`src/hw/trap_unit_pkg.sv`:
```
// Encodings and constants for the trap and system-call unit
package trap_unit_pkg;
    // ==========================================================
    // Instruction fields
    localparam int OP_HI = 31;
    localparam int OP_LO = 26;
    localparam int FS_HI = 25;
    localparam int FS_LO = 21;
    localparam int SS_HI = 20;
    localparam int SS_LO = 16;
    localparam int IMM_HI = 15;
    localparam int IMM_LO = 0;
    localparam int FN_HI = 5;
    localparam int FN_LO = 0;
    localparam int IMM_W = 16;
    // ==========================================================
    // Major opcodes
    localparam logic [5:0] OP_SPECIAL = 6'h00;
    localparam logic [5:0] OP_IMMEDIATE_BRANCH = 6'h01;
    // ==========================================================
    // Function codes
    localparam logic [5:0] FN_SYSTEM_CALL = 6'h0C;
    localparam logic [5:0] FN_TRAP_EQ_REG = 6'h34;
    localparam logic [5:0] FN_TRAP_GE_REG = 6'h30;
    localparam logic [5:0] FN_TRAP_GEU_REG = 6'h31;
    // ==========================================================
    // Immediate sub-codes
    localparam logic [4:0] SUB_TRAP_EQ_IMM = 5'h0C;
    localparam logic [4:0] SUB_TRAP_GE_IMM = 5'h08;
    localparam logic [4:0] SUB_TRAP_GEU_IMM = 5'h09;
endpackage

```
`src/hw/trap_and_system_call_instr_unit.sv`:
```
// Trap and system-call decode and condition evaluation
`timescale 1ns/1ps

// Operation
// RULE1: A system-call instruction raises a system-call exception unconditionally.
// RULE2: The system-call parameter field is ignored by the hardware.
// RULE3: Register trap-if-equal traps when both source registers are equal.
// RULE4: Register trap-if-greater-or-equal traps on signed first >= second.
// RULE5: Unsigned register trap-if-greater-or-equal traps on unsigned first >= second.
// RULE6: The 10-bit code field of register traps is ignored by the hardware.
// RULE7: Immediate trap-if-equal traps when the source equals the sign-extended immediate.
// RULE8: Immediate trap-if-greater-or-equal traps on signed source >= sign-extended immediate.
// RULE9: Unsigned immediate trap sign-extends the immediate then compares unsigned.
// RULE10: The unsigned immediate thus covers 0..32767 and the top 32768 unsigned values.
// RULE11: Immediate trap forms are not implemented in a Release 6 configuration.
// RULE12: A false trap condition completes with no exception and no side effect.
// RULE13: In Release 6 the removed immediate forms raise a reserved-instruction exception.
module trap_and_system_call_instr_unit #(
    parameter int DATA_W = 64,
    parameter bit RELEASE6 = 1'b0
) (
    // Clock and reset
    input wire logic i_mclk,
    input wire logic i_rst_n,
    // Instruction issue
    input wire logic i_valid,
    input wire logic [31:0] i_instr,
    input wire logic [DATA_W-1:0] i_first_source,
    input wire logic [DATA_W-1:0] i_second_source,
    // Completion flag and exception requests, one cycle after issue
    output logic o_done,
    output logic o_system_call,
    output logic o_trap,
    output logic o_reserved_instr
);
    // ==========================================================
    // Reset release
    logic rst_meta_r;
    logic rst_sync_r;
    always_ff @(posedge i_mclk or negedge i_rst_n) begin
        if (!i_rst_n) begin
            rst_meta_r <= 1'b0;
            rst_sync_r <= 1'b0;
        end else begin
            rst_meta_r <= 1'b1;
            rst_sync_r <= rst_meta_r;
        end
    end

    // ==========================================================
    // Helpers
    // Sign bit is copied upward so the unsigned form still reaches the top of the range
    function automatic logic [DATA_W-1:0] sext_imm(input logic [trap_unit_pkg::IMM_W-1:0] imm);
        sext_imm = {{(DATA_W-trap_unit_pkg::IMM_W){imm[trap_unit_pkg::IMM_W-1]}}, imm};
    endfunction

    // Decoders shared by the checks below
    function automatic logic is_special_fn(input logic [31:0] w, input logic [5:0] code);
        is_special_fn = (w[trap_unit_pkg::OP_HI:trap_unit_pkg::OP_LO] == trap_unit_pkg::OP_SPECIAL)
            && (w[trap_unit_pkg::FN_HI:trap_unit_pkg::FN_LO] == code);
    endfunction

    function automatic logic is_imm_sub(input logic [31:0] w, input logic [4:0] code);
        is_imm_sub = (w[trap_unit_pkg::OP_HI:trap_unit_pkg::OP_LO] == trap_unit_pkg::OP_IMMEDIATE_BRANCH)
            && (w[trap_unit_pkg::SS_HI:trap_unit_pkg::SS_LO] == code);
    endfunction

    function automatic logic sge(input logic [DATA_W-1:0] a, input logic [DATA_W-1:0] b);
        sge = $signed(a) >= $signed(b);
    endfunction

    // ==========================================================
    // Decode and evaluate
    logic [5:0] opc;
    logic [5:0] fn;
    logic [4:0] sub;
    logic [DATA_W-1:0] imm_x;
    logic done_nxt;
    logic sys_nxt;
    logic trap_nxt;
    logic ri_nxt;
    logic done_r;
    logic sys_r;
    logic trap_r;
    logic ri_r;

    always_comb begin
        opc = i_instr[trap_unit_pkg::OP_HI:trap_unit_pkg::OP_LO];
        fn = i_instr[trap_unit_pkg::FN_HI:trap_unit_pkg::FN_LO];
        sub = i_instr[trap_unit_pkg::SS_HI:trap_unit_pkg::SS_LO];
        imm_x = sext_imm(i_instr[trap_unit_pkg::IMM_HI:trap_unit_pkg::IMM_LO]); // RULE9 RULE10
        done_nxt = i_valid;
        sys_nxt = 1'b0;
        trap_nxt = 1'b0; // RULE12
        ri_nxt = 1'b0;
        if (i_valid && opc == trap_unit_pkg::OP_SPECIAL) begin
            // Bits 25..6 never enter a decision: code fields stay software's
            case (fn)
                trap_unit_pkg::FN_SYSTEM_CALL: sys_nxt = 1'b1; // RULE1 RULE2
                trap_unit_pkg::FN_TRAP_EQ_REG: trap_nxt = i_first_source == i_second_source; // RULE3 RULE6
                trap_unit_pkg::FN_TRAP_GE_REG: trap_nxt = sge(i_first_source, i_second_source); // RULE4
                trap_unit_pkg::FN_TRAP_GEU_REG: trap_nxt = i_first_source >= i_second_source; // RULE5
                default: trap_nxt = 1'b0;
            endcase
        end else if (i_valid && opc == trap_unit_pkg::OP_IMMEDIATE_BRANCH) begin
            case (sub)
                trap_unit_pkg::SUB_TRAP_EQ_IMM: begin
                    ri_nxt = RELEASE6; // RULE11 RULE13
                    trap_nxt = !RELEASE6 && i_first_source == imm_x; // RULE7
                end
                trap_unit_pkg::SUB_TRAP_GE_IMM: begin
                    ri_nxt = RELEASE6; // RULE11 RULE13
                    trap_nxt = !RELEASE6 && sge(i_first_source, imm_x); // RULE8
                end
                trap_unit_pkg::SUB_TRAP_GEU_IMM: begin
                    ri_nxt = RELEASE6; // RULE11 RULE13
                    trap_nxt = !RELEASE6 && i_first_source >= imm_x; // RULE9
                end
                default: ri_nxt = 1'b0;
            endcase
        end
    end

    // Registered so every output comes from a flip-flop; one cycle latency
    always_ff @(posedge i_mclk or negedge rst_sync_r) begin
        if (!rst_sync_r) begin
            done_r <= 1'b0;
            sys_r <= 1'b0;
            trap_r <= 1'b0;
            ri_r <= 1'b0;
        end else begin
            done_r <= done_nxt;
            sys_r <= sys_nxt;
            trap_r <= trap_nxt;
            ri_r <= ri_nxt;
        end
    end

    assign o_done = done_r;
    assign o_system_call = sys_r;
    assign o_trap = trap_r;
    assign o_reserved_instr = ri_r;
endmodule

```
`config.mk`:
```
export PLATFORM = sky130hd
export DESIGN_NAME = trap_and_system_call_instr_unit
export DESIGN_NICKNAME = d
export VERILOG_FILES = /design/src/hw/trap_unit_pkg.sv /design/src/hw/trap_and_system_call_instr_unit.sv
export SDC_FILE = /design/constraint.sdc
export NUM_CORES = 1
export LEC_CHECK = 0
export ABC_AREA = 1
export BUFFER_PORTS_ARGS = -buffer_cell sky130_fd_sc_hd__buf_4
export CORE_UTILIZATION = 44
export CTS_CLUSTER_DIAMETER = 40
export DETAILED_ROUTE_END_ITERATION = 6
export PLACE_DENSITY = 0.88
export SYNTH_ARGS = -nofsm -noshare
export SYNTH_HDL_FRONTEND = slang
export SYNTH_SLANG_ARGS = --single-unit
```
`constraint.sdc`:
```
create_clock -name i_mclk -period 0.8 [get_ports i_mclk]
set_input_delay 0.08 -clock i_mclk [delete_from_list [all_inputs] [get_ports i_mclk]]
set_output_delay 0.08 -clock i_mclk [all_outputs]
set_load 0.05 [all_outputs]
```
==> results of run 1 <==
## worst max-delay path: stages
cell	delay, ns
sky130_fd_sc_hd__buf_4	0.09
sky130_fd_sc_hd__clkinvlp_4	0.11
sky130_fd_sc_hd__clkbuf_16	0.23
sky130_fd_sc_hd__ha_1	0.33
sky130_fd_sc_hd__a21oi_1	0.20
sky130_fd_sc_hd__o21a_1	0.14
sky130_fd_sc_hd__nand2_1	0.05
sky130_fd_sc_hd__nand2_1	0.05
sky130_fd_sc_hd__nand2_1	0.06
sky130_fd_sc_hd__a21oi_2	0.15
sky130_fd_sc_hd__nand2_2	0.08
sky130_fd_sc_hd__nand2_1	0.06
sky130_fd_sc_hd__nand3_1	0.06
sky130_fd_sc_hd__nand2_1	0.07
sky130_fd_sc_hd__nand2_1	0.05
sky130_fd_sc_hd__nand2_1	0.05
sky130_fd_sc_hd__nand2_1	0.04
## Yosys cell counts, types with 5 or more instances
cell / instances / area (um^2)
sky130_fd_sc_hd__a21oi_1: 66 / 330
sky130_fd_sc_hd__nor3_1: 7 / 35.0
sky130_fd_sc_hd__nand4_1: 10 / 62.6
sky130_fd_sc_hd__nor2_1: 42 / 158
sky130_fd_sc_hd__o21a_1: 7 / 52.6
sky130_fd_sc_hd__nand3_1: 19 / 95.1
sky130_fd_sc_hd__dfrtp_1: 5 / 125
sky130_fd_sc_hd__o21ai_0: 15 / 75.1
sky130_fd_sc_hd__inv_1: 113 / 424
sky130_fd_sc_hd__nand2_1: 128 / 480
sky130_fd_sc_hd__ha_1: 128 / 1600
## flip-flops by register name, summed over array words and instances (netlist names)
register	cells
rst_sync_r	1
o_done	1
o_system_call	1
o_trap	1
rst_meta_r	1
## per-layer routing
| metal | global-route usage [%] | wire length [um] |
|---|---|---|
| met5 | 0 | 0 |
| met4 | 6.64 | 263 |
| met3 | 2.57 | 476 |
| met2 | 47.2 | 5350 |
| met1 | 25.8 | 4100 |
## metrics by stage
| stage | utilization [%] | cells | hold WS [ns] | total power [mW] |
|---|---|---|---|---|
| finish | 69.1 | 859 | 0.0484 | 3.23 |
| global route | 69.1 | 859 | 0.0644 | 3.63 |
| CTS | 68.0 | 858 | 0.0563 | 3.19 |
| detailed placement | 66.5 | 852 | -0.134 | 2.66 |
| global placement | 66.5 | 852 | -0.137 | 2.52 |
| floorplan | - | 558 | -0.216 | 1.52 |
## cell families after synthesis
kind of cell	Yosys count	share of synthesized area (%)
AOI/OAI and AO/OA	93	13.9
adders and majority gates	128	44.9
buffers and inverters	115	12.2
DFF	5	3.51
other	2	0.211
and+or+nand+nor	215	25.3
## path summary, 6_finish.rpt
kind | to | slack (ns)
min | o_system_call | 0.05
max | o_trap | -0.99
max reg2reg | rst_sync_r | 0.34
max in group asynchronous | rst_sync_r | 0.51
min in group i_mclk | o_system_call | 0.14
min reg2reg | o_system_call | 0.05
## timing repair
item                                   in CTS  in global routing
setup endpoints to repair                   4                  5
gates cloned                                0                  1
resized for setup                           7                  9
hold buffers                                2                  0
endpoints found under the hold margin       3                  0
## report_power, final
group | switching, mW | total, mW | internal (mW)
Sequential | 0.00506 | 0.267 | 0.262
Combinational | 1.17 | 2.48 | 1.30
Clock | 0.136 | 0.479 | 0.343
## area by class of cell
cell class                      count  area share (%)
Inverter                          114            8.04
Multi-Input combinational cell    438            58.1
Tap cell                          102            2.38
Clock buffer                        4           0.839
Sequential cell                     5            2.33
Timing Repair Buffer              196            28.3
==> summary.md, run 1 <==
| Metric | Value |
|---|---|
| Final setup margin | `-0.988 ns` |
| Number of antenna violations at the first check in global routing | `0` |
| Filler Cell Count | `650` |
| Syn_area_per_cell | `between 6 and 7 um^2` |
| LEAKAGE | `around 3.2 nW` |
| Highest net fanout along the worst path | `24` |
| Deepest level of the CTS H-tree | `1` |
| Dominant synthesized flop cell | `sky130_fd_sc_hd__dfrtp_1` |
| Start-to-end type of the worst setup path | `input pin to register` |
| Clock edge transition at the registers on the reported setup and hold paths | `around 0.04 ns` |
| Core footprint | `7770 um^2` |
| Global-route wire length before repair | `roughly 17000 um` |
| Share of the yosys chip area belonging to registers | `under 10%` |
| Clock sink total | `5` |
| Area taken by multi-input logic gates | `between 3000 and 4000 um^2` |
| Antenna Cells | `0` |
| F_max | `between 500 and 600 MHz` |
| Worst-skew pair later-pin latency | `0.22 ns` |
| Final routed wire length divided by cell count | `11.9 um` |
| Total Routing Usage GR | `a little under a quarter` |
| Fraction of registers with async set or reset after synthesis | `100%` |
| Final Hold Violating Endpoints | `0` |
| Die outline area | `roughly 8500 um^2` |
| Post-Route Skew | `~0.0016 ns` |
| Detailed-routing iteration count for the pre-antenna-repair pass | `6` |
| Clock tree from TritonCTS | `done` |
| Count of flip-flops with a built-in enable after synthesis | `0` |
| Class of the worst hold path | `register to asynchronous set/reset pin` |
| Remaining antenna violation count after routing | `0` |
| Horiz. Die Dim | `around 92 um` |
| Overall die height | `between 90 and 100 um` |
| Final Cycle Share | `223%` |
| Gate count of the mapped netlist | `558` |
| Routability congestion estimate | `about 0.9` |
| Final setup violation count | `4` |
| Maximum number of pins on one net before global-route repair | `50` |
| Port Buffer Count | `160` |
| Unrepaired setup endpoints after global routing | `yes` |
| Outcome | `finished, violations left` |
| Via count | `4292` |
| Worst endpoint data arrival time | `1.90 ns` |
| Depth of the worst register-to-register path | `0` |
| Number of max-slew violations in the final report | `0` |
| Area delta synth->final | `50.5%` |
| Vias in the first global route | `4371` |
| Number of distinct library cell variants in the gate-level netlist after synthesis | `23` |
| Critical Path End Type | `register` |
| Cell area reported after detailed placement | `roughly 5200 um^2` |
| Leading cell type in the layout, fill and taps excluded | `sky130_fd_sc_hd__buf_4` |
| Type of element launching the critical path | `input pin` |
| I/O pins | `167` |
| Final standard cell area without fillers | `5370 um^2` |
| Register bit total from synthesis | `5` |
| Net count after synthesis | `around 850` |
| Post-DR vias/cell | `around 5` |
| Detailed-route DRC error count | `0` |
| Max Buffers Root-to-Sink | `2` |
| Max rail drop VDD | `approximately 360 uV` |
| Start point of the critical path | `i_instr[15]` |
| Count of routing violations after the opening detailed-route iteration | `69` |
| Clock buffer count from CTS | `3` |
| Routed WL | `10200 um` |
| Half-perimeter wire length of the detailed placement result | `9010 um` |
| Data required time of the critical path | `0.91 ns` |
| Setup Fix Bufs, Post-CTS | `0` |
| Reg-to-reg critical path startpoint | `rst_meta_r` |
| Fraction of final layout cells with drive strength greater than 1 | `approximately 29%` |
| Violations in the final reports | `negative setup slack` |
| Initial Utilization | `45.9%` |
| Warnings, synthesis | `0` |
| Post-placement worst setup slack | `-1.21 ns` |
| Summed instance area of the synthesized netlist | `approximately 3600 um^2` |
| Floorplan row count | `32` |
| Storage cell area | `between 100 and 150 um^2` |
| Number of max-cap violations | `0` |
| Final critical path time including I/O delays and setup | `1.79 ns` |
| Setup Total Neg Slack | `-1.06 ns` |
| Nets@finish | `1049` |
| Clock Root Buffer | `sky130_fd_sc_hd__clkbuf_8` |
| Commonest cells after routing, fill and taps aside | `189 x sky130_fd_sc_hd__buf_4, 128 x sky130_fd_sc_hd__nand2_1, 121 x sky130_fd_sc_hd__ha_1` |
| Residual overflow from global routing | `0` |
| Total power per unit cell area | `601 nW/um^2` |
(Power assumes the default switching activity.)
==> run 2: changes to the inputs <==
--- a/config.mk
+++ b/config.mk
@@ -10,7 +10,9 @@
 export CORE_UTILIZATION = 44
 export CTS_CLUSTER_DIAMETER = 40
 export DETAILED_ROUTE_END_ITERATION = 6
+export GPL_ROUTABILITY_DRIVEN = 0
 export PLACE_DENSITY = 0.88
+export REMOVE_ABC_BUFFERS = 1
 export SYNTH_ARGS = -nofsm -noshare
 export SYNTH_HDL_FRONTEND = slang
 export SYNTH_SLANG_ARGS = --single-unit
==> summary.md, run 2 (same netlist as run 1, synthesis figures left out) <==
| Metric | Value |
|---|---|
| Area taken by multi-input logic gates | `about 3400 um^2` |
| Final critical path time including I/O delays and setup | `between 1.5 and 2 ns` |
| Residual overflow from global routing | `0` |
| Net switching fraction of the power | `between 40% and 50%` |
| Class of the worst hold path | `register to asynchronous set/reset pin` |
| Number of max-cap violations | `0` |
| Clock Root Buffer | `sky130_fd_sc_hd__clkbuf_8` |
| Final non-filler cell total | `between 800 and 900` |
| Final Cycle Share | `215%` |
| Start point of the critical path | `i_first_source[47]` |
| Deepest level of the CTS H-tree | `1` |
| Clock sink total | `5` |
| Filler Cell Count | `slightly below 600` |
| Max rail drop VDD | `approximately 310 uV` |
| Number of max-slew violations in the final report | `0` |
| Clk pwr share | `a little over an eighth` |
| Core footprint | `between 7000 and 8000 um^2` |
| Global-route wire length before repair | `around 18000 um` |
| Cell-internal power | `around 2 mW` |
| Highest net fanout along the worst path | `3` |
| F_max | `581 MHz` |
| Count of routing violations after the opening detailed-route iteration | `140` |
| Cell area reported after detailed placement | `just over 5000 um^2` |
| Sequential fraction of design power | `between 7 and 8%` |
| Clock buffer count from CTS | `3` |
| Detailed-route DRC error count | `0` |
| Leading cell type in the layout, fill and taps excluded | `sky130_fd_sc_hd__buf_4` |
| Overall die height | `92.0 um` |
| Clock tree from TritonCTS | `done` |
| Hold Slack | `around 0.060 ns` |
| Net switching power | `1.49 mW` |
| Commonest cells after routing, fill and taps aside | `184 x sky130_fd_sc_hd__buf_4, 123 x sky130_fd_sc_hd__nand2_1, 109 x sky130_fd_sc_hd__inv_1` |
| Portion of total power attributed to combinational logic | `78.9%` |
| Post-placement worst setup slack | `-1.25 ns` |
| Total instance count after detailed placement | `849` |
| Remaining antenna violation count after routing | `0` |
| Setup Total Neg Slack | `-0.997 ns` |
| Start-to-end type of the worst setup path | `input pin to register` |
| Data required time of the critical path | `around 0.96 ns` |
| Critical Path End Type | `register` |
| Fraction of final layout cells with drive strength greater than 1 | `between 30% and 40%` |
| Final Hold Violating Endpoints | `0` |
| Reg-to-reg critical path startpoint | `rst_meta_r` |
| Area delta synth->final | `60.1%` |
| Violations in the final reports | `negative setup slack` |
| Half-perimeter wire length of the detailed placement result | `about 9100 um` |
| Number of antenna violations at the first check in global routing | `0` |
| Final setup margin | `-0.920 ns` |
| Type of element launching the critical path | `input pin` |
| LEAKAGE | `3.29 nW` |
| Clock edge transition at the registers on the reported setup and hold paths | `0.04 ns` |
| Detailed-routing iteration count for the pre-antenna-repair pass | `4` |
| Floorplan row count | `32` |
| Horiz. Die Dim | `a little over 90 um` |
| Vias in the first global route | `between 4000 and 5000` |
| Total power per unit cell area | `a little over 600 nW/um^2` |
| I/O pins | `roughly 170` |
| Antenna Cells | `0` |
| Die outline area | `between 8000 and 9000 um^2` |
| Post-DR vias/cell | `5.14` |
| Worst-skew pair later-pin latency | `~0.22 ns` |
| Routed WL | `roughly 12000 um` |
| Worst endpoint data arrival time | `about 1.9 ns` |
| Via count | `4414` |
| Maximum number of pins on one net before global-route repair | `18` |
| Nets@finish | `about 1000` |
| Max Buffers Root-to-Sink | `2` |
| Outcome | `finished, violations left` |
| Post-Route Skew | `0.000498 ns` |
| Final routed wire length divided by cell count | `13.7 um` |
| Port Buffer Count | `160` |
| Final setup violation count | `4` |
| Unrepaired setup endpoints after global routing | `yes` |
| Final standard cell area without fillers | `between 5000 and 6000 um^2` |
| Total Routing Usage GR | `roughly a quarter` |
| Initial Utilization | `a little under half` |
| Storage cell area | `between 100 and 150 um^2` |
run 2: changes by cell type in the layout (fill, tap and decap cells not counted), moves of 3 or more:
cell,before,now
sky130_fd_sc_hd__inv_1,112,109
sky130_fd_sc_hd__ha_4,7,21
sky130_fd_sc_hd__buf_4,189,184
sky130_fd_sc_hd__nand2_1,128,123
sky130_fd_sc_hd__ha_1,121,107
sky130_fd_sc_hd__nand2_2,1,4
sky130_fd_sc_hd__nor2_1,39,36
run 2: final cells by class:
type / instances / share of cell area [%]
clock buffer: 4 / 0.789
inverter: 114 / 7.76
multi-input combinational: 438 / 59.4
sequential: 5 / 2.19
tap: 102 / 2.23
timing repair buffer: 196 / 27.7
run 2: stage by stage:
stage	utilization [%]	total power, mW
after floorplan	-	1.51
after global placement	66.2	2.50
after CTS	70.7	3.32
after detailed placement	66.2	2.65
after global routing	73.5	3.91
final	73.5	3.55
run 2: worst paths after layout:
path                                       to  slack [ns]  cells past startpoint
worst max register to register     rst_sync_r        0.32                      0
worst min-delay path            o_system_call        0.06                      0
min in group i_mclk             o_system_call        0.16                      4
max in group asynchronous          rst_sync_r        0.45                      2
worst max-delay path                   o_trap       -0.92                     12
worst min register to register  o_system_call        0.06                      0
run 2: repair_timing:
item,in CTS,in global routing
hold buffers,2,0
setup endpoints to repair,5,5
endpoints found under the hold margin,3,0
setup buffers,2,0
gates resized for setup,31,37
cloned,3,0
pin swaps,16,24
run 2: power by group through the flow:
| stage | clock, mW | combinational, mW | sequential (mW) |
|---|---|---|---|
| floorplan | 0 | 1.24 | 0.278 |
| global placement | 0 | 2.23 | 0.270 |
| detailed placement | 0 | 2.38 | 0.270 |
| CTS | 0.485 | 2.57 | 0.268 |
| global route | 0.507 | 3.14 | 0.269 |
| finish | 0.480 | 2.80 | 0.268 |
run 2: layer usage:
| layer | global-route usage, % | part of all wire (%) | vias to the layer above |
|---|---|---|---|
| met5 | 0 | 0 | - |
| met4 | 13.3 | 5.4 | 0 |
| met3 | 1.82 | 4.1 | 54 |
| met2 | 52.5 | 54 | 174 |
| met1 | 26.9 | 37 | 1942 |
| li1 | - | - | 2244 |
run 2: worst max-delay path, stage by stage:
cell                      delay [ns]
sky130_fd_sc_hd__buf_4          0.12
sky130_fd_sc_hd__ha_1           0.29
sky130_fd_sc_hd__nand2_1        0.09
sky130_fd_sc_hd__nor3_1         0.30
sky130_fd_sc_hd__nand4_1        0.28
sky130_fd_sc_hd__nor2_2         0.21
sky130_fd_sc_hd__nand3_1        0.14
sky130_fd_sc_hd__a21oi_1        0.14
sky130_fd_sc_hd__a21oi_1        0.05
sky130_fd_sc_hd__nand2_1        0.07
sky130_fd_sc_hd__nand2_1        0.05
sky130_fd_sc_hd__nand2_1        0.06
